### src/pkg/wwd_pkg.sv
package wwd_pkg;

  // ************************************************************
  // Clock and timing
  // ************************************************************
  localparam int CLK_PERIOD_NS     = 8;
  localparam int TRIG_MIN_NS       = 10000;
  localparam int TRIG_MAX_NS       = 5000000;
  localparam int TRIG_MIN_CYC      = (TRIG_MIN_NS + CLK_PERIOD_NS - 1) / CLK_PERIOD_NS;
  localparam int TRIG_MAX_CYC      = TRIG_MAX_NS / CLK_PERIOD_NS;

  // Base period: slope per kilohm of the setting resistor plus an offset
  localparam int TIMER_SLOPE_PS_PER_KOHM = 15750000;
  localparam int TIMER_OFFSET_PS         = 73500000;
  localparam int TIMER_RES_KOHM          = 51;
  localparam int BASE_PERIOD_NS    = (TIMER_SLOPE_PS_PER_KOHM / 1000) * TIMER_RES_KOHM
                                     + TIMER_OFFSET_PS / 1000;
  localparam int BASE_CYCLES       = BASE_PERIOD_NS / CLK_PERIOD_NS;

  // Interval lengths in base periods
  localparam int HOLD_MULT         = 2;
  localparam int SYNC_MULT         = 8;
  localparam int SCLOSED_MULT      = 1;
  localparam int SOPEN_MULT        = 1;
  localparam int LCLOSED_MULT      = 4;
  localparam int LOPEN_MULT        = 4;
  localparam int RSTW_MULT         = 1;
  localparam int CNT_W             = 16;

  // ************************************************************
  // Register map
  // ************************************************************
  localparam int ADDR_W            = 5;
  localparam logic [4:0] REG_CTRL       = 5'h00;
  localparam logic [4:0] REG_STATUS     = 5'h04;
  localparam logic [4:0] REG_IRQ_STATUS = 5'h08;
  localparam logic [4:0] REG_IRQ_ENABLE = 5'h0c;
  localparam logic [4:0] REG_IRQ_CLEAR  = 5'h10;
  localparam logic [4:0] REG_COUNT      = 5'h14;

  localparam int CTRL_EN_BIT       = 0;
  localparam logic CTRL_EN_RST     = 1'b1;
  localparam int ST_STATE_LSB      = 0;
  localparam int ST_RSTOUT_BIT     = 8;
  localparam int ST_MODE_BIT       = 9;
  localparam int ST_ENABLE_BIT     = 10;
  localparam int ST_TERR_BIT       = 11;

  localparam int IRQ_W             = 4;
  localparam int IRQ_TIMEOUT_BIT   = 0;
  localparam int IRQ_EARLY_BIT     = 1;
  localparam int IRQ_TERR_BIT      = 2;
  localparam int IRQ_SERVICE_BIT   = 3;
  localparam logic [3:0] IRQ_EN_RST = 4'h0;

  // ************************************************************
  // Supervisor states
  // ************************************************************
  typedef enum logic [6:0] {
    WWD_HOLD   = 7'h01,
    WWD_SYNC   = 7'h02,
    WWD_CLOSED = 7'h04,
    WWD_OPEN   = 7'h08,
    WWD_RST    = 7'h10,
    WWD_ERR    = 7'h20,
    WWD_OFF    = 7'h40
  } wwd_state_t;

endpackage

### src/pkg/wwd_trig_if.sv
`timescale 1ns/100ps
interface wwd_trig_if;
  logic valid_trigger_pulse;
  logic trig_error;
  logic mode_sync;
  logic enable_sync;

  modport src (
    output valid_trigger_pulse,
    output trig_error,
    output mode_sync,
    output enable_sync
  );

  modport dst (
    input  valid_trigger_pulse,
    input  trig_error,
    input  mode_sync,
    input  enable_sync
  );
endinterface

### src/wwd_top.sv
// The implementer's own choices: the Avalon-MM slave port and the register addresses.
`timescale 1ns/100ps
// What this block does
// - Reset output is low from the moment supply-good reset is applied.
// - After reset release, hold reset output low one hold time, then sync monitoring.
// - All intervals derive from a base period set by a resistor-derived parameter.
// - Valid trigger during sync interval restarts timer and enters windowed operation.
// - No valid trigger within sync interval gives reset pulse, back to sync.
// - Mode low: short windows; trigger in short closed window gives reset pulse.
// - Trigger in open window is good service and restarts the closed window.
// - Short mode: no trigger within closed plus open gives reset pulse.
// - Mode high: long windows; trigger in long closed window gives reset pulse.
// - Long mode: no trigger within closed plus open gives reset pulse.
// - Mode rising during short windows switches to long timing.
// - Mode falling during long windows switches to short timing.
// - Disable input low stops supervision; high enables it only while the CTRL enable bit is set.
// - Trigger low beyond maximum width holds reset low until trigger returns high.
module wwd_top #(
  parameter int BASE_CYCLES  = wwd_pkg::BASE_CYCLES,
  parameter int TRIG_MAX_CYC = wwd_pkg::TRIG_MAX_CYC,
  parameter int HOLD_MULT    = wwd_pkg::HOLD_MULT,
  parameter int SYNC_MULT    = wwd_pkg::SYNC_MULT,
  parameter int SCLOSED_MULT = wwd_pkg::SCLOSED_MULT,
  parameter int SOPEN_MULT   = wwd_pkg::SOPEN_MULT,
  parameter int LCLOSED_MULT = wwd_pkg::LCLOSED_MULT,
  parameter int LOPEN_MULT   = wwd_pkg::LOPEN_MULT,
  parameter int RSTW_MULT    = wwd_pkg::RSTW_MULT
)(
  // Clock and reset
  input  wire logic                       clock,
  input  wire logic                       rst_n,
  // Watchdog pins
  input  wire logic                       trigger_in,
  input  wire logic                       mode_in,
  input  wire logic                       supervisor_disable_n,
  output logic                            reset_out_n,
  // Avalon-MM slave
  input  wire logic [wwd_pkg::ADDR_W-1:0] avs_address,
  input  wire logic                       avs_read,
  input  wire logic                       avs_write,
  input  wire logic [31:0]                avs_writedata,
  input  wire logic [3:0]                 avs_byteenable,
  output logic [31:0]                     avs_readdata,
  output logic                            avs_waitrequest,
  // Interrupt
  output logic                            irq
);
  import wwd_pkg::*;

  localparam int PRE_W = $clog2(BASE_CYCLES + 1);

  wwd_trig_if  tq ();

  wwd_state_t        state_r;
  wwd_state_t        state_nxt;
  logic [PRE_W-1:0]  pre_r;
  logic [PRE_W-1:0]  pre_nxt;
  logic [CNT_W-1:0]  cnt_r;
  logic [CNT_W-1:0]  cnt_nxt;
  logic [CNT_W-1:0]  limit;
  logic              rstout_r;
  logic              rstout_nxt;
  logic              tick;
  logic              expire;
  logic              restart;
  logic              restart_req;
  logic              enabled;
  logic              ev_timeout;
  logic              ev_early;
  logic              ev_terr;
  logic              ev_service;

  logic              ctrl_en_r;
  logic              ctrl_en_nxt;
  logic [IRQ_W-1:0]  irq_st_r;
  logic [IRQ_W-1:0]  irq_st_nxt;
  logic [IRQ_W-1:0]  irq_en_r;
  logic [IRQ_W-1:0]  irq_en_nxt;
  logic [IRQ_W-1:0]  irq_clr;
  logic [IRQ_W-1:0]  events;
  logic              ack_r;
  logic              ack_nxt;
  logic [31:0]       rdata_r;
  logic [31:0]       rdata_nxt;
  logic [31:0]       rd_mux;
  logic              req;
  logic              wr_fire;

  // ************************************************************
  // Trigger qualification and input synchronisers
  // ************************************************************
  wwd_trig_qual #(
    .MIN_CYC              (TRIG_MIN_CYC),
    .MAX_CYC              (TRIG_MAX_CYC)
  ) u_qual (
    .clock                (clock),
    .rst_n                (rst_n),
    .trigger_in           (trigger_in),
    .mode_in              (mode_in),
    .supervisor_disable_n (supervisor_disable_n),
    .qual                 (tq.src)
  );

  assign enabled = tq.enable_sync && ctrl_en_r;

  // ************************************************************
  // Base-period time base and interval counter
  // ************************************************************
  assign tick = (pre_r == PRE_W'(BASE_CYCLES - 1));

  // Window lengths follow the live mode level, so a change takes effect at once
  always_comb begin
    case (state_r)
      WWD_HOLD:   limit = CNT_W'(HOLD_MULT);
      WWD_SYNC:   limit = CNT_W'(SYNC_MULT);
      WWD_CLOSED: limit = tq.mode_sync ? CNT_W'(LCLOSED_MULT)
                                       : CNT_W'(SCLOSED_MULT);
      WWD_OPEN:   limit = tq.mode_sync ? CNT_W'(LOPEN_MULT)
                                       : CNT_W'(SOPEN_MULT);
      WWD_RST:    limit = CNT_W'(RSTW_MULT);
      default:    limit = '0;
    endcase
  end

  assign expire = tick && (cnt_r + CNT_W'(1) >= limit);

  always_comb begin
    pre_nxt = pre_r + PRE_W'(1);
    cnt_nxt = cnt_r;
    if (restart) begin
      pre_nxt = '0;
      cnt_nxt = '0;
    end else if (tick) begin
      pre_nxt = '0;
      cnt_nxt = cnt_r + CNT_W'(1);
    end
  end

  // ************************************************************
  // Supervisor state machine
  // ************************************************************
  always_comb begin
    state_nxt   = state_r;
    restart_req = 1'b0;
    ev_timeout  = 1'b0;
    ev_early    = 1'b0;
    ev_terr     = 1'b0;
    ev_service  = 1'b0;
    if (state_r == WWD_HOLD) begin
      if (expire) begin
        state_nxt = enabled ? WWD_SYNC : WWD_OFF;
      end
    end else if (!enabled) begin
      state_nxt = WWD_OFF;
    end else if (tq.trig_error && state_r != WWD_ERR) begin
      // A stuck trigger outranks every window decision
      state_nxt = WWD_ERR;
      ev_terr   = 1'b1;
    end else begin
      case (state_r)
        WWD_SYNC: begin
          if (tq.valid_trigger_pulse) begin
            state_nxt = WWD_CLOSED;
          end else if (expire) begin
            state_nxt  = WWD_RST;
            ev_timeout = 1'b1;
          end
        end
        WWD_CLOSED: begin
          if (tq.valid_trigger_pulse) begin
            state_nxt = WWD_RST;
            ev_early  = 1'b1;
          end else if (expire) begin
            state_nxt = WWD_OPEN;
          end
        end
        WWD_OPEN: begin
          if (tq.valid_trigger_pulse) begin
            state_nxt  = WWD_CLOSED;
            ev_service = 1'b1;
          end else if (expire) begin
            state_nxt  = WWD_RST;
            ev_timeout = 1'b1;
          end
        end
        WWD_RST: begin
          // A trigger during the reset pulse restarts its width
          if (tq.valid_trigger_pulse) begin
            restart_req = 1'b1;
          end else if (expire) begin
            state_nxt = WWD_SYNC;
          end
        end
        WWD_ERR: begin
          if (!tq.trig_error) begin
            state_nxt = WWD_SYNC;
          end
        end
        WWD_OFF: begin
          state_nxt = WWD_SYNC;
        end
        default: begin
          state_nxt = WWD_SYNC;
        end
      endcase
    end
    restart    = restart_req || (state_nxt != state_r);
    rstout_nxt = !((state_nxt == WWD_HOLD) || (state_nxt == WWD_RST) ||
                   (state_nxt == WWD_ERR));
  end

  always_ff @(posedge clock or negedge rst_n) begin
    if (!rst_n) begin
      state_r  <= WWD_HOLD;
      pre_r    <= '0;
      cnt_r    <= '0;
      rstout_r <= 1'b0;
    end else begin
      state_r  <= state_nxt;
      pre_r    <= pre_nxt;
      cnt_r    <= cnt_nxt;
      rstout_r <= rstout_nxt;
    end
  end

  assign reset_out_n = rstout_r;

  // ************************************************************
  // Register bus and interrupts
  // ************************************************************
  // Every access takes exactly one wait state
  assign req             = avs_read || avs_write;
  assign avs_waitrequest = req && !ack_r;
  assign wr_fire         = avs_write && ack_r;

  assign events = {ev_service, ev_terr, ev_early, ev_timeout};

  always_comb begin
    rd_mux = 32'h0;
    case (avs_address)
      REG_CTRL: begin
        rd_mux[CTRL_EN_BIT] = ctrl_en_r;
      end
      REG_STATUS: begin
        rd_mux[ST_STATE_LSB +: 7] = state_r;
        rd_mux[ST_RSTOUT_BIT]     = rstout_r;
        rd_mux[ST_MODE_BIT]       = tq.mode_sync;
        rd_mux[ST_ENABLE_BIT]     = enabled;
        rd_mux[ST_TERR_BIT]       = tq.trig_error;
      end
      REG_IRQ_STATUS: rd_mux[IRQ_W-1:0] = irq_st_r;
      REG_IRQ_ENABLE: rd_mux[IRQ_W-1:0] = irq_en_r;
      REG_COUNT:      rd_mux[CNT_W-1:0] = cnt_r;
      default:        rd_mux = 32'h0;
    endcase
  end

  always_comb begin
    ack_nxt     = req && !ack_r;
    rdata_nxt   = rdata_r;
    ctrl_en_nxt = ctrl_en_r;
    irq_en_nxt  = irq_en_r;
    irq_clr     = '0;
    if (avs_read && !ack_r) begin
      rdata_nxt = rd_mux;
    end
    if (wr_fire && avs_byteenable[0]) begin
      case (avs_address)
        REG_CTRL:       ctrl_en_nxt = avs_writedata[CTRL_EN_BIT];
        REG_IRQ_ENABLE: irq_en_nxt  = avs_writedata[IRQ_W-1:0];
        REG_IRQ_CLEAR:  irq_clr     = avs_writedata[IRQ_W-1:0];
        default:        ctrl_en_nxt = ctrl_en_r;
      endcase
    end
    // A new event wins over a clear in the same cycle
    irq_st_nxt = (irq_st_r & ~irq_clr) | events;
  end

  always_ff @(posedge clock or negedge rst_n) begin
    if (!rst_n) begin
      ack_r     <= 1'b0;
      rdata_r   <= 32'h0;
      ctrl_en_r <= CTRL_EN_RST;
      irq_en_r  <= IRQ_EN_RST;
      irq_st_r  <= '0;
    end else begin
      ack_r     <= ack_nxt;
      rdata_r   <= rdata_nxt;
      ctrl_en_r <= ctrl_en_nxt;
      irq_en_r  <= irq_en_nxt;
      irq_st_r  <= irq_st_nxt;
    end
  end

  assign avs_readdata = rdata_r;
  assign irq          = |(irq_st_r & irq_en_r);

endmodule

### src/wwd_trig_qual.sv
`timescale 1ns/100ps
module wwd_trig_qual #(
  parameter int MIN_CYC = wwd_pkg::TRIG_MIN_CYC,
  parameter int MAX_CYC = wwd_pkg::TRIG_MAX_CYC
)(
  // Clock and reset
  input  wire logic   clock,
  input  wire logic   rst_n,
  // Raw pins
  input  wire logic   trigger_in,
  input  wire logic   mode_in,
  input  wire logic   supervisor_disable_n,
  // Qualified trigger toward the supervisor
  wwd_trig_if.src     qual
);
  import wwd_pkg::*;

  localparam int LW = $clog2(MAX_CYC + 2);

  logic [2:0]    raw;
  logic [2:0]    s1_r;
  logic [2:0]    s2_r;
  logic          prev_r;
  logic [LW-1:0] low_r;
  logic [LW-1:0] low_nxt;
  logic          valid_r;
  logic          valid_nxt;
  logic          err_r;
  logic          err_nxt;

  // ************************************************************
  // Two-stage synchronisers
  // ************************************************************
  assign raw = {supervisor_disable_n, mode_in, trigger_in};

  genvar g;
  generate
    for (g = 0; g < 3; g++) begin : g_sync
      always_ff @(posedge clock or negedge rst_n) begin
        if (!rst_n) begin
          s1_r[g] <= 1'b1;
          s2_r[g] <= 1'b1;
        end else begin
          s1_r[g] <= raw[g];
          s2_r[g] <= s1_r[g];
        end
      end
    end
  endgenerate

  // ************************************************************
  // Low-time measurement
  // ************************************************************
  always_comb begin
    low_nxt   = low_r;
    valid_nxt = 1'b0;
    err_nxt   = 1'b0;
    if (!s2_r[0]) begin
      if (low_r <= LW'(MAX_CYC)) begin
        low_nxt = low_r + LW'(1);
      end
      err_nxt = (low_r >= LW'(MAX_CYC));
    end else begin
      low_nxt   = '0;
      // Rising edge ends a pulse; its width decides validity
      valid_nxt = !prev_r && (low_r >= LW'(MIN_CYC)) && (low_r <= LW'(MAX_CYC));
    end
  end

  always_ff @(posedge clock or negedge rst_n) begin
    if (!rst_n) begin
      prev_r  <= 1'b1;
      low_r   <= '0;
      valid_r <= 1'b0;
      err_r   <= 1'b0;
    end else begin
      prev_r  <= s2_r[0];
      low_r   <= low_nxt;
      valid_r <= valid_nxt;
      err_r   <= err_nxt;
    end
  end

  assign qual.valid_trigger_pulse = valid_r;
  assign qual.trig_error          = err_r;
  assign qual.mode_sync           = s2_r[1];
  assign qual.enable_sync         = s2_r[2];

endmodule
### config.mk
export PLATFORM = sky130hd
export DESIGN_NAME = wwd_top
export DESIGN_NICKNAME = d
export VERILOG_FILES = /design/src/pkg/wwd_pkg.sv /design/src/pkg/wwd_trig_if.sv /design/src/wwd_top.sv /design/src/wwd_trig_qual.sv
export SDC_FILE = /design/constraint.sdc
export NUM_CORES = 1
export LEC_CHECK = 0
export BUFFER_PORTS_ARGS = -buffer_cell sky130_fd_sc_hd__buf_2
export CAP_MARGIN = 20
export CORE_MARGIN = 4
export CORE_UTILIZATION = 50
export CTS_CLUSTER_SIZE = 14
export DETAILED_ROUTE_END_ITERATION = 10
export PLACE_DENSITY = 0.71
export SETUP_SLACK_MARGIN = 0.5
export SLEW_MARGIN = 20
export SYNTH_ARGS = -nofsm -noshare
export SYNTH_HDL_FRONTEND = slang
export SYNTH_SLANG_ARGS = --single-unit
### constraint.sdc
create_clock -name clock -period 7.61 [get_ports clock]
set_input_delay 1.1415 -clock clock [delete_from_list [all_inputs] [get_ports clock]]
set_output_delay 1.1415 -clock clock [all_outputs]
set_load 0.01 [all_outputs]
==> results of run 1 <==
==> per-stage QoR <==
step / hold WS, ns / std cells / setup WS, ns
floorplan: 0.3452 / 610 / 4.513
global placement: 0.3456 / 737 / 3.999
detailed placement: 0.3488 / 737 / 3.960
CTS: 0.3619 / 753 / 3.941
global route: 0.3687 / 753 / 3.480
finish: 0.3599 / 753 / 3.911
==> layout make-up <==
type	count	area, um^2	area share, %
clock buffers	13	148.9	2.517
clock inverters	3	18.77	0.3173
inverters	16	60.06	1.015
multi-input cells	447	2898	49.00
flip-flops and latches	96	2414	40.81
well taps	140	175.2	2.962
repair buffers	38	200.2	3.385
==> per-layer routing <==
metal | routed length (um) | vias up | track usage, % | part of all wire, %
met5 | 0 | - | 0 | 0
met4 | 152 | 0 | 6.413 | 1.3
met3 | 522 | 14 | 3.660 | 4.4
li1 | - | 2130 | - | -
met1 | 5672 | 2150 | 27.14 | 48
met2 | 5554 | 102 | 29.45 | 47
==> state kept, by name, indices dropped and copies added (netlist names) <==
signal and flops:
u_qual.prev_r 1, cnt_r 16, avs_readdata 16, state_r 7, u_qual.s2_r 1, u_qual.qual.mode_sync 1
ack_r 1, irq_en_r 4, pre_r 17, u_qual.s1_r 3, ctrl_en_r 1, u_qual.qual.valid_trigger_pulse 1
u_qual.qual.trig_error 1, u_qual.low_r 20, reset_out_n 1, irq_st_r 4, u_qual.qual.enable_sync 1
==> where the power goes <==
part	switching (mW)	internal, mW
sequential	0.0301	0.535
clock	0.170	0.128
combinational	0.0691	0.0429
total	0.270	0.706
==> cell families after synthesis <==
family,Yosys count
AOI/OAI and AO/OA,82
xor gates and xnor gates,54
muxes,21
other,1
adders and majority gates,10
and+or+nand+nor,264
buffers and inverters,67
DFF,96
==> final timing paths <==
path	start	depth (start not counted)	slack [ns]	endpoint
setup / recovery	state_r[4]$_DFF_PN0_	12	3.91	pre_r[2]$_DFF_PN0_
hold / removal	u_qual.s1_r[0]$_DFF_PN1_	0	0.36	u_qual.s2_r[0]$_DFF_PN1_
setup reg to reg	state_r[4]$_DFF_PN0_	12	3.91	pre_r[2]$_DFF_PN0_
hold reg to reg	u_qual.s1_r[0]$_DFF_PN1_	0	0.36	u_qual.s2_r[0]$_DFF_PN1_
max in group asynchronous	rst_n	2	5.78	u_qual.low_r[1]$_DFFE_PN0P_
min in group asynchronous	rst_n	1	0.76	pre_r[5]$_DFF_PN0_
==> critical path, stage by stage, from the launching register on <==
cell and delay, ns:
dfrtp_1 0.61, nor2b_1 0.23, a21oi_1 0.06, a2111oi_0 0.51
ha_1 0.32, nand2b_1 0.14, a21o_1 0.17, a21oi_1 0.17
o2111ai_1 0.20, o31ai_4 0.48, o221ai_2 0.16, buf_4 0.28
nor4_1 0.26
==> layout by cell type, fill, tap and decap left out, drive strengths merged, types with 3 or more instances in the layout <==
cell type  count
dfrtp         87
nor2          64
nand2         49
buf           38
nor3          37
xnor2         32
xor2          22
nand3         22
nand4         21
nor4          18
o21ai         17
inv           16
conb          16
and3          14
mux2i         14
a21oi         14
clkbuf        13
o31ai         12
ha             9
dfstp          9
mux2           7
nor4b          7
or3            5
and4           5
nor2b          4
a221oi         4
nor3b          3
a32o           3
nand2b         3
a21o           3
a22oi          3
a211oi         3
clkinv         3
==> results.json, run 1 <==
{
  "dieHeight_um": 113.9,
  "rsz0062_at_grt": "no",
  "arrival_ns": 3.97,
  "antenna_found_initial": 0,
  "via_count": 4396,
  "synth_edf_count": 0,
  "yosys_warnings": 0,
  "finalSetupViolCount": 0,
  "synthMuxAreaShare_pct": 3.906,
  "fin_util_pct": 54.32,
  "dieArea_um2": 12970,
  "synth_xor_area_share_pct": 8.438,
  "cts-resized-gates": 0,
  "wl_mm": 11.90,
  "clock_tree.buffer_depth": 2,
  "critPathKind": "reg2reg",
  "clock-root-buffer": "clkbuf_8",
  "dr.pass1.iters": 5,
  "placed_area_um2": 5747,
  "status": "complete, no violations",
  "cts_made_buffers": 9,
  "period_needed_ns": 3.699,
  "ant_nets": 0,
  "nNetsFinal": 665,
  "power_mw": 0.9759,
  "ys_top_cells_by_count": "dfrtp_1, nor2_1, nand2_1",
  "post_cts_buffers": 0,
  "grt.overflow.total": 0,
  "ys_ff_latch": 96,
  "synth_top_area_share_pct": 38.84,
  "tightest_slew_ns": 0.8939,
  "async_flop_share_pct": 100.0,
  "hold_viol_final": 0,
  "synth_top_family_by_area": "simple AND/OR/NAND/NOR gates",
  "slew_headroom_pct": 40.41,
  "slew_violations": 0,
  "drt_drc_violations_left": 0,
  "synthFlopType": "dfrtp_1",
  "place_hpwl_mm": 8.367,
  "design_area_um2": 5914,
  "routabilityCongestion": 0.8736,
  "first_global_vias": 4224,
  "yosys-top-cells-area": "dfrtp_1, xnor2_1, nor2_1",
  "startpoint_type": "flip-flop",
  "holdBufCountCts": 0,
  "core_area_um2": 10890,
  "port_buffers": 35,
  "synth_compound_area_share_pct": 10.89,
  "num_antenna_cells": 0,
  "grt_usage_pct": 19.09,
  "final.period_utilization_pct": 48.60,
  "cap_violations": 0,
  "tritoncts": "done",
  "synth_cell_type_count": 72,
  "via_per_inst": 5.838,
  "area_growth_pct": 5.513,
  "fin_setup_tns_ns": 0,
  "grt_pass1_wl_mm": 20.22,
  "grt_max_degree": 54,
  "netlist_area_um2": 5605,
  "cts_sinks": 96,
  "postSynthCellCount": 595,
  "initial_core_util_pct": 51.48,
  "cp.required_ns": 7.88,
  "fmax_mhz": 270.4,
  "avgSynthCellArea_um2": 9.421,
  "finalClockSkew_ns": 0.01257,
  "p_per_area_nw_per_um2": 165.0,
  "hold_path_class": "reg2reg",
  "yosysTopAreaCell": "dfrtp_1",
  "end_kind": "flip-flop",
  "cts.htree.levels": 3,
  "drive_gt1_share_pct": 13.87,
  "fill_cells": 976,
  "leakage_nw": 2.555,
  "num_rows": 38,
  "yosys.area_share.simple_pct": 25.18,
  "synth.most_common_cell": "dfrtp_1",
  "yosys.area_share.adder_pct": 2.210,
  "drt-initial-drc-count": 428,
  "synth_seq_area_share_pct": 43.06,
  "ir_drop_mv": 0.1222,
  "die_x_um": 113.9,
  "cp_max_fo": 33,
  "clk_pin_slew_ns": 0.09,
  "clkLatencyLatePin_ns": 0.37,
  "wl_per_cell_um": 15.81,
  "io_pins": 83
}
Note: power is estimated with default switching activity, not from simulation.
==> inputs of run 2 (changes only) <==
==> constraint.sdc (replaced) <==
create_clock -name clock -period 3.5 [get_ports clock]
set_input_delay 0.525 -clock clock [delete_from_list [all_inputs] [get_ports clock]]
set_output_delay 0.525 -clock clock [all_outputs]
set_load 0.01 [all_outputs]
==> results.json, run 2 (same netlist as run 1, synthesis figures left out) <==
{
  "status": "complete, no violations",
  "antenna_found_initial": 0,
  "clock_tree.buffer_depth": 2,
  "largest_register_ffs": 20,
  "grt_max_degree": 56,
  "via_per_inst": 5.843,
  "worstReg2RegStart": "state_r[0]$_DFF_PN1_",
  "ant_nets": 0,
  "dieHeight_um": 113.9,
  "p_seq_share_pct": 54.0,
  "hold_viol_final": 0,
  "cts_made_buffers": 9,
  "clkLatencyLatePin_ns": 0.37,
  "reg2reg_setup_slack_ns": 0.52,
  "nNetsFinal": 685,
  "reg.largest.list": "u_qual.low_r: 20 flops, pre_r: 17 flops",
  "grt_usage_pct": 20.05,
  "period_needed_ns": 2.979,
  "hold_path_class": "in2async",
  "clk_pin_slew_ns": 0.09,
  "power_mw": 2.282,
  "max_stage_delay_ns": 0.41,
  "core_area_um2": 10890,
  "holdBufCountCts": 0,
  "design_area_um2": 6302,
  "final.period_utilization_pct": 85.11,
  "critPathKind": "reg2reg",
  "p_clk_share_pct": 34.1,
  "cp_max_fo": 33,
  "grt.overflow.total": 0,
  "cap_violations": 0,
  "end_kind": "flip-flop",
  "p_per_area_nw_per_um2": 362.1,
  "cp.required_ns": 3.78,
  "placed_area_um2": 5861,
  "swShare_pct": 27.78,
  "arrival_ns": 3.26,
  "final_common_cell": "dfrtp_1",
  "drive_gt1_share_pct": 21.01,
  "first_global_vias": 4349,
  "fin_util_pct": 57.88,
  "rsz0062_at_grt": "yes",
  "area_growth_pct": 12.43,
  "port_buffers": 35,
  "cts.htree.levels": 3,
  "slew_violations": 0,
  "slew_headroom_pct": 38.29,
  "r2r-end": "pre_r[3]$_DFF_PN0_",
  "layout_common_cells": "dfrtp_1, nor2_1, nand2_1",
  "finalClockSkew_ns": 0.008509,
  "num_antenna_cells": 0,
  "clock-root-buffer": "clkbuf_8",
  "finalSetupViolCount": 0,
  "crit_chain": "or3_4 > a2111oi_4 > ha_1 > nand2b_4 > a21o_1 > a21oi_2 > o2111ai_4 > o31ai_4 > o221ai_2 > buf_12 > nor4_2",
  "cts_sinks": 96,
  "via_count": 4517,
  "p_sw_mw": 0.6341,
  "p_comb_share_pct": 11.9,
  "dieArea_um2": 12970,
  "drt_drc_violations_left": 0,
  "leakage_nw": 2.699,
  "cp_slowest_cell": "dfstp_2",
  "routabilityCongestion": 0.9056,
  "reg2regPathDepth": 11,
  "wl_per_cell_um": 16.28,
  "fmax_mhz": 335.7,
  "wl_mm": 12.58,
  "fin_setup_tns_ns": 0,
  "grt_pass1_wl_mm": 21.39,
  "tightest_slew_ns": 0.9257,
  "p_int_mw": 1.648,
  "ir_drop_mv": 0.3795,
  "die_x_um": 113.9,
  "top_register": "u_qual.low_r",
  "drt-initial-drc-count": 350,
  "dr.pass1.iters": 5,
  "io_pins": 83,
  "place_hpwl_mm": 8.711,
  "initial_core_util_pct": 51.48,
  "tritoncts": "done",
  "num_rows": 38,
  "startpoint_type": "flip-flop"
}
==> run 2: layer usage <==
metal	vias up	part of all wire [%]	global-route usage [%]
li1	2177	-	-
met1	2198	46	28.62
met2	130	47	31.17
met3	12	4.9	4.032
met4	0	1.3	5.701
met5	-	0	0
==> run 2: per-stage QoR <==
stage	hold WS (ns)	instances	setup slack, ns
2_1_floorplan	0.2294	610	0.4982
3_3_place_gp	0.3460	746	0.3343
3_5_place_dp	0.3475	746	0.2706
4_1_cts	0.1305	769	0.4926
5_1_grt	0.1553	773	0.3856
6_report	0.1225	773	0.5211
==> run 2: how the worst max path moves through the flow <==
stage	from	end	slack [ns]	cells after the start
after CTS	state_r[0]$_DFF_PN1_	pre_r[3]$_DFF_PN0_	0.49	11
after detailed placement	state_r[3]$_DFF_PN0_	pre_r[2]$_DFF_PN0_	0.27	12
after global routing	state_r[4]$_DFF_PN0_	pre_r[16]$_DFF_PN0_	0.39	12
final	state_r[0]$_DFF_PN1_	pre_r[3]$_DFF_PN0_	0.52	11
after floorplan	state_r[3]$_DFF_PN0_	pre_r[10]$_DFF_PN0_	0.50	13
after global placement	state_r[3]$_DFF_PN0_	pre_r[16]$_DFF_PN0_	0.33	12
==> run 2: power by group through the flow <==
stage / clock network (mW) / logic [mW] / registers (mW)
after floorplan: 0 / 0.199 / 1.23
after global placement: 0 / 0.247 / 1.25
after detailed placement: 0 / 0.256 / 1.25
after CTS: 0.801 / 0.271 / 1.23
after global routing: 0.843 / 0.308 / 1.24
final: 0.778 / 0.272 / 1.23
==> run 2: critical path: cells and delay by family (launching register included) <==
kind                     cells  cell delay, ns
flip-flops                   1            0.41
AO/OA/AOI/OAI                6            1.21
adder cells (fa/ha/maj)      1            0.28
buffers and inverters        1            0.20
AND/OR/NAND/NOR              3            0.77
==> run 2: what timing repair did <==
item,CTS,global route
gates resized for setup,12,19
setup endpoints to repair,37,39
setup buffers,7,4
pin swaps,4,7
==> run 2: cell type report <==
type                            count  area, um^2
Multi-Input combinational cell    447        3049
Fill cell                         939        4586
Clock buffer                       11       151.4
Timing Repair Buffer               58       386.6
Sequential cell                    96        2419
Clock inverter                      5       61.31
Inverter                           16       60.06
Tap cell                          140       175.2
==> inputs of run 3 (changes only) <==
==> constraint.sdc (replaced) <==
create_clock -name clock -period 3.8 [get_ports clock]
set_input_delay 0.57 -clock clock [delete_from_list [all_inputs] [get_ports clock]]
set_output_delay 0.57 -clock clock [all_outputs]
set_load 0.01 [all_outputs]
==> results.json, run 3 (same netlist as run 1, synthesis figures left out) <==
{
  "status": "complete, no violations",
  "power_mw": 2.080,
  "dpl.cell_count": 742,
  "cts_made_buffers": 9,
  "port_buffers": 35,
  "initial_core_util_pct": 51.48,
  "reg.largest.list": "u_qual.low_r: 20 flops, pre_r: 17 flops",
  "critPathCapture": "pre_r[2]$_DFF_PN0_",
  "cp.required_ns": 4.09,
  "worst-path-stages": 11,
  "worstReg2RegStart": "state_r[5]$_DFF_PN0_",
  "first_global_vias": 4187,
  "finalSetupViolCount": 0,
  "cp_slowest_cell": "dfrtp_1",
  "p_per_area_nw_per_um2": 342.8,
  "critPathTopFamily": "compound AO/OA/AOI/OAI gates",
  "drt_drc_violations_left": 0,
  "fill_cells": 987,
  "cts.htree.levels": 3,
  "p_sw_mw": 0.5751,
  "largest_register_ffs": 20,
  "crit_buf_inv": 1,
  "max_stage_delay_ns": 0.48,
  "clock-root-buffer": "clkbuf_8",
  "cts_sinks": 96,
  "reg2reg_setup_slack_ns": 0.73,
  "wl_mm": 12.08,
  "top_register": "u_qual.low_r",
  "cp_max_fo": 33,
  "startpoint_type": "flip-flop",
  "num_rows": 38,
  "io_pins": 83,
  "core_area_um2": 10890,
  "dieHeight_um": 113.9,
  "rsz0062_at_grt": "no",
  "area_growth_pct": 8.237,
  "nNetsFinal": 674,
  "grt_usage_pct": 19.16,
  "slew_headroom_pct": 39.36,
  "fin_setup_tns_ns": 0,
  "grt.overflow.total": 0,
  "critPathKind": "reg2reg",
  "layout.cells.non_filler": 762,
  "setup_ws_ns": 0.7274,
  "hold_viol_final": 0,
  "final_common_cell": "dfrtp_1",
  "pre_cts_slack_ns": 0.4081,
  "layout_common_cells": "dfrtp_1, nor2_1, nand2_1",
  "clock_tree.buffer_depth": 2,
  "clk_pin_slew_ns": 0.09,
  "grt_max_degree": 71,
  "crit_chain": "or3_1 > a2111oi_2 > ha_1 > nand2b_1 > a21o_1 > a21oi_1 > o2111ai_2 > o31ai_2 > o221ai_2 > buf_6 > nor4_1",
  "final.period_utilization_pct": 80.86,
  "dr.pass1.iters": 4,
  "grt_pass1_wl_mm": 20.22,
  "hold_path_class": "in2async",
  "die_x_um": 113.9,
  "antenna_found_initial": 0,
  "drive_gt1_share_pct": 16.88,
  "arrival_ns": 3.36,
  "end_kind": "flip-flop",
  "num_antenna_cells": 0,
  "drt-initial-drc-count": 215,
  "via_count": 4414,
  "tritoncts": "done",
  "r2r-end": "pre_r[2]$_DFF_PN0_",
  "via_per_inst": 5.793,
  "ir_drop_mv": 0.3364,
  "wl_per_cell_um": 15.85,
  "swShare_pct": 27.65,
  "slew_violations": 0,
  "tightest_slew_ns": 0.9097,
  "clkLatencyLatePin_ns": 0.39,
  "p_comb_share_pct": 11.0,
  "place_hpwl_mm": 8.418,
  "p_clk_share_pct": 34.6,
  "p_int_mw": 1.505,
  "reg2regPathDepth": 11,
  "p_seq_share_pct": 54.4,
  "cap_violations": 0,
  "period_needed_ns": 3.073,
  "holdBufCountCts": 0,
  "fmax_mhz": 325.5,
  "routabilityCongestion": 0.8892,
  "startpoint": "state_r[5]$_DFF_PN0_",
  "leakage_nw": 2.623,
  "dieArea_um2": 12970,
  "ant_nets": 0,
  "finalClockSkew_ns": 0.01840
}
## run 3: cell types whose count changed in the layout (fill, tap and decap cells not counted), moves of 3 or more
cell	delta
a21oi_1	+3
nor4_1	+3
nor4_2	-3
buf_4	-8
## run 3: layout make-up
type | count | area, um^2 | share of cell area, %
clock buffers | 11 | 151.4 | 2.495
clock inverters | 5 | 61.31 | 1.011
inverters | 16 | 60.06 | 0.9899
multi-input cells | 447 | 2927 | 48.24
flip-flops and latches | 96 | 2417 | 39.84
well taps | 140 | 175.2 | 2.887
repair buffers | 47 | 275.3 | 4.537
## run 3: power by group through the flow
stage                     sequential, mW  clock (mW)  combinational (mW)
after floorplan                     1.13           0               0.180
after global placement              1.15           0               0.222
after detailed placement            1.15           0               0.226
after CTS                           1.13       0.741               0.229
after global routing                1.14       0.775               0.258
final                               1.13       0.721               0.228
## run 3: how the worst min path moves through the flow
stage          depth (start not counted)                           endpoint                startpoint  slack [ns]
5_1_grt                                1           u_qual.s1_r[0]$_DFF_PN1_                trigger_in        0.25
2_1_floorplan                          0                    ack_r$_DFF_PN0_                     rst_n        0.27
3_3_place_gp                           0  u_qual.qual.enable_sync$_DFF_PN1_  u_qual.s1_r[2]$_DFF_PN1_        0.35
4_1_cts                                1           u_qual.s1_r[0]$_DFF_PN1_                trigger_in        0.25
3_5_place_dp                           0    u_qual.qual.mode_sync$_DFF_PN1_  u_qual.s1_r[1]$_DFF_PN1_        0.35
6_report                               1                 pre_r[9]$_DFF_PN0_                     rst_n        0.28
## run 3: repair_timing
item | 4_1_cts | 5_1_grt
buffers inserted | 0 | 4
pin swaps | 0 | 2
resized for setup | 5 | 7
setup endpoints to repair | 35 | 37
## run 3: routing by layer
metal | track usage (%) | part of all wire, % | wire length, um
met2 | 30.82 | 49 | 5896
met3 | 4.615 | 4.0 | 480
met4 | 5.622 | 1.4 | 165
met5 | 0 | 0 | 0
met1 | 25.91 | 46 | 5534
## run 3: stage by stage
| step | cell area, um^2 | hold WS [ns] | utilization, % |
|---|---|---|---|
| detailed placement | 5784 | 0.3487 | 53.13 |
| finish | 6067 | 0.2781 | 55.72 |
| CTS | 6007 | 0.2492 | 55.17 |
| global placement | 5784 | 0.3460 | 53.13 |
| global route | 6067 | 0.2507 | 55.72 |
| floorplan | 5662 | 0.2744 | - |
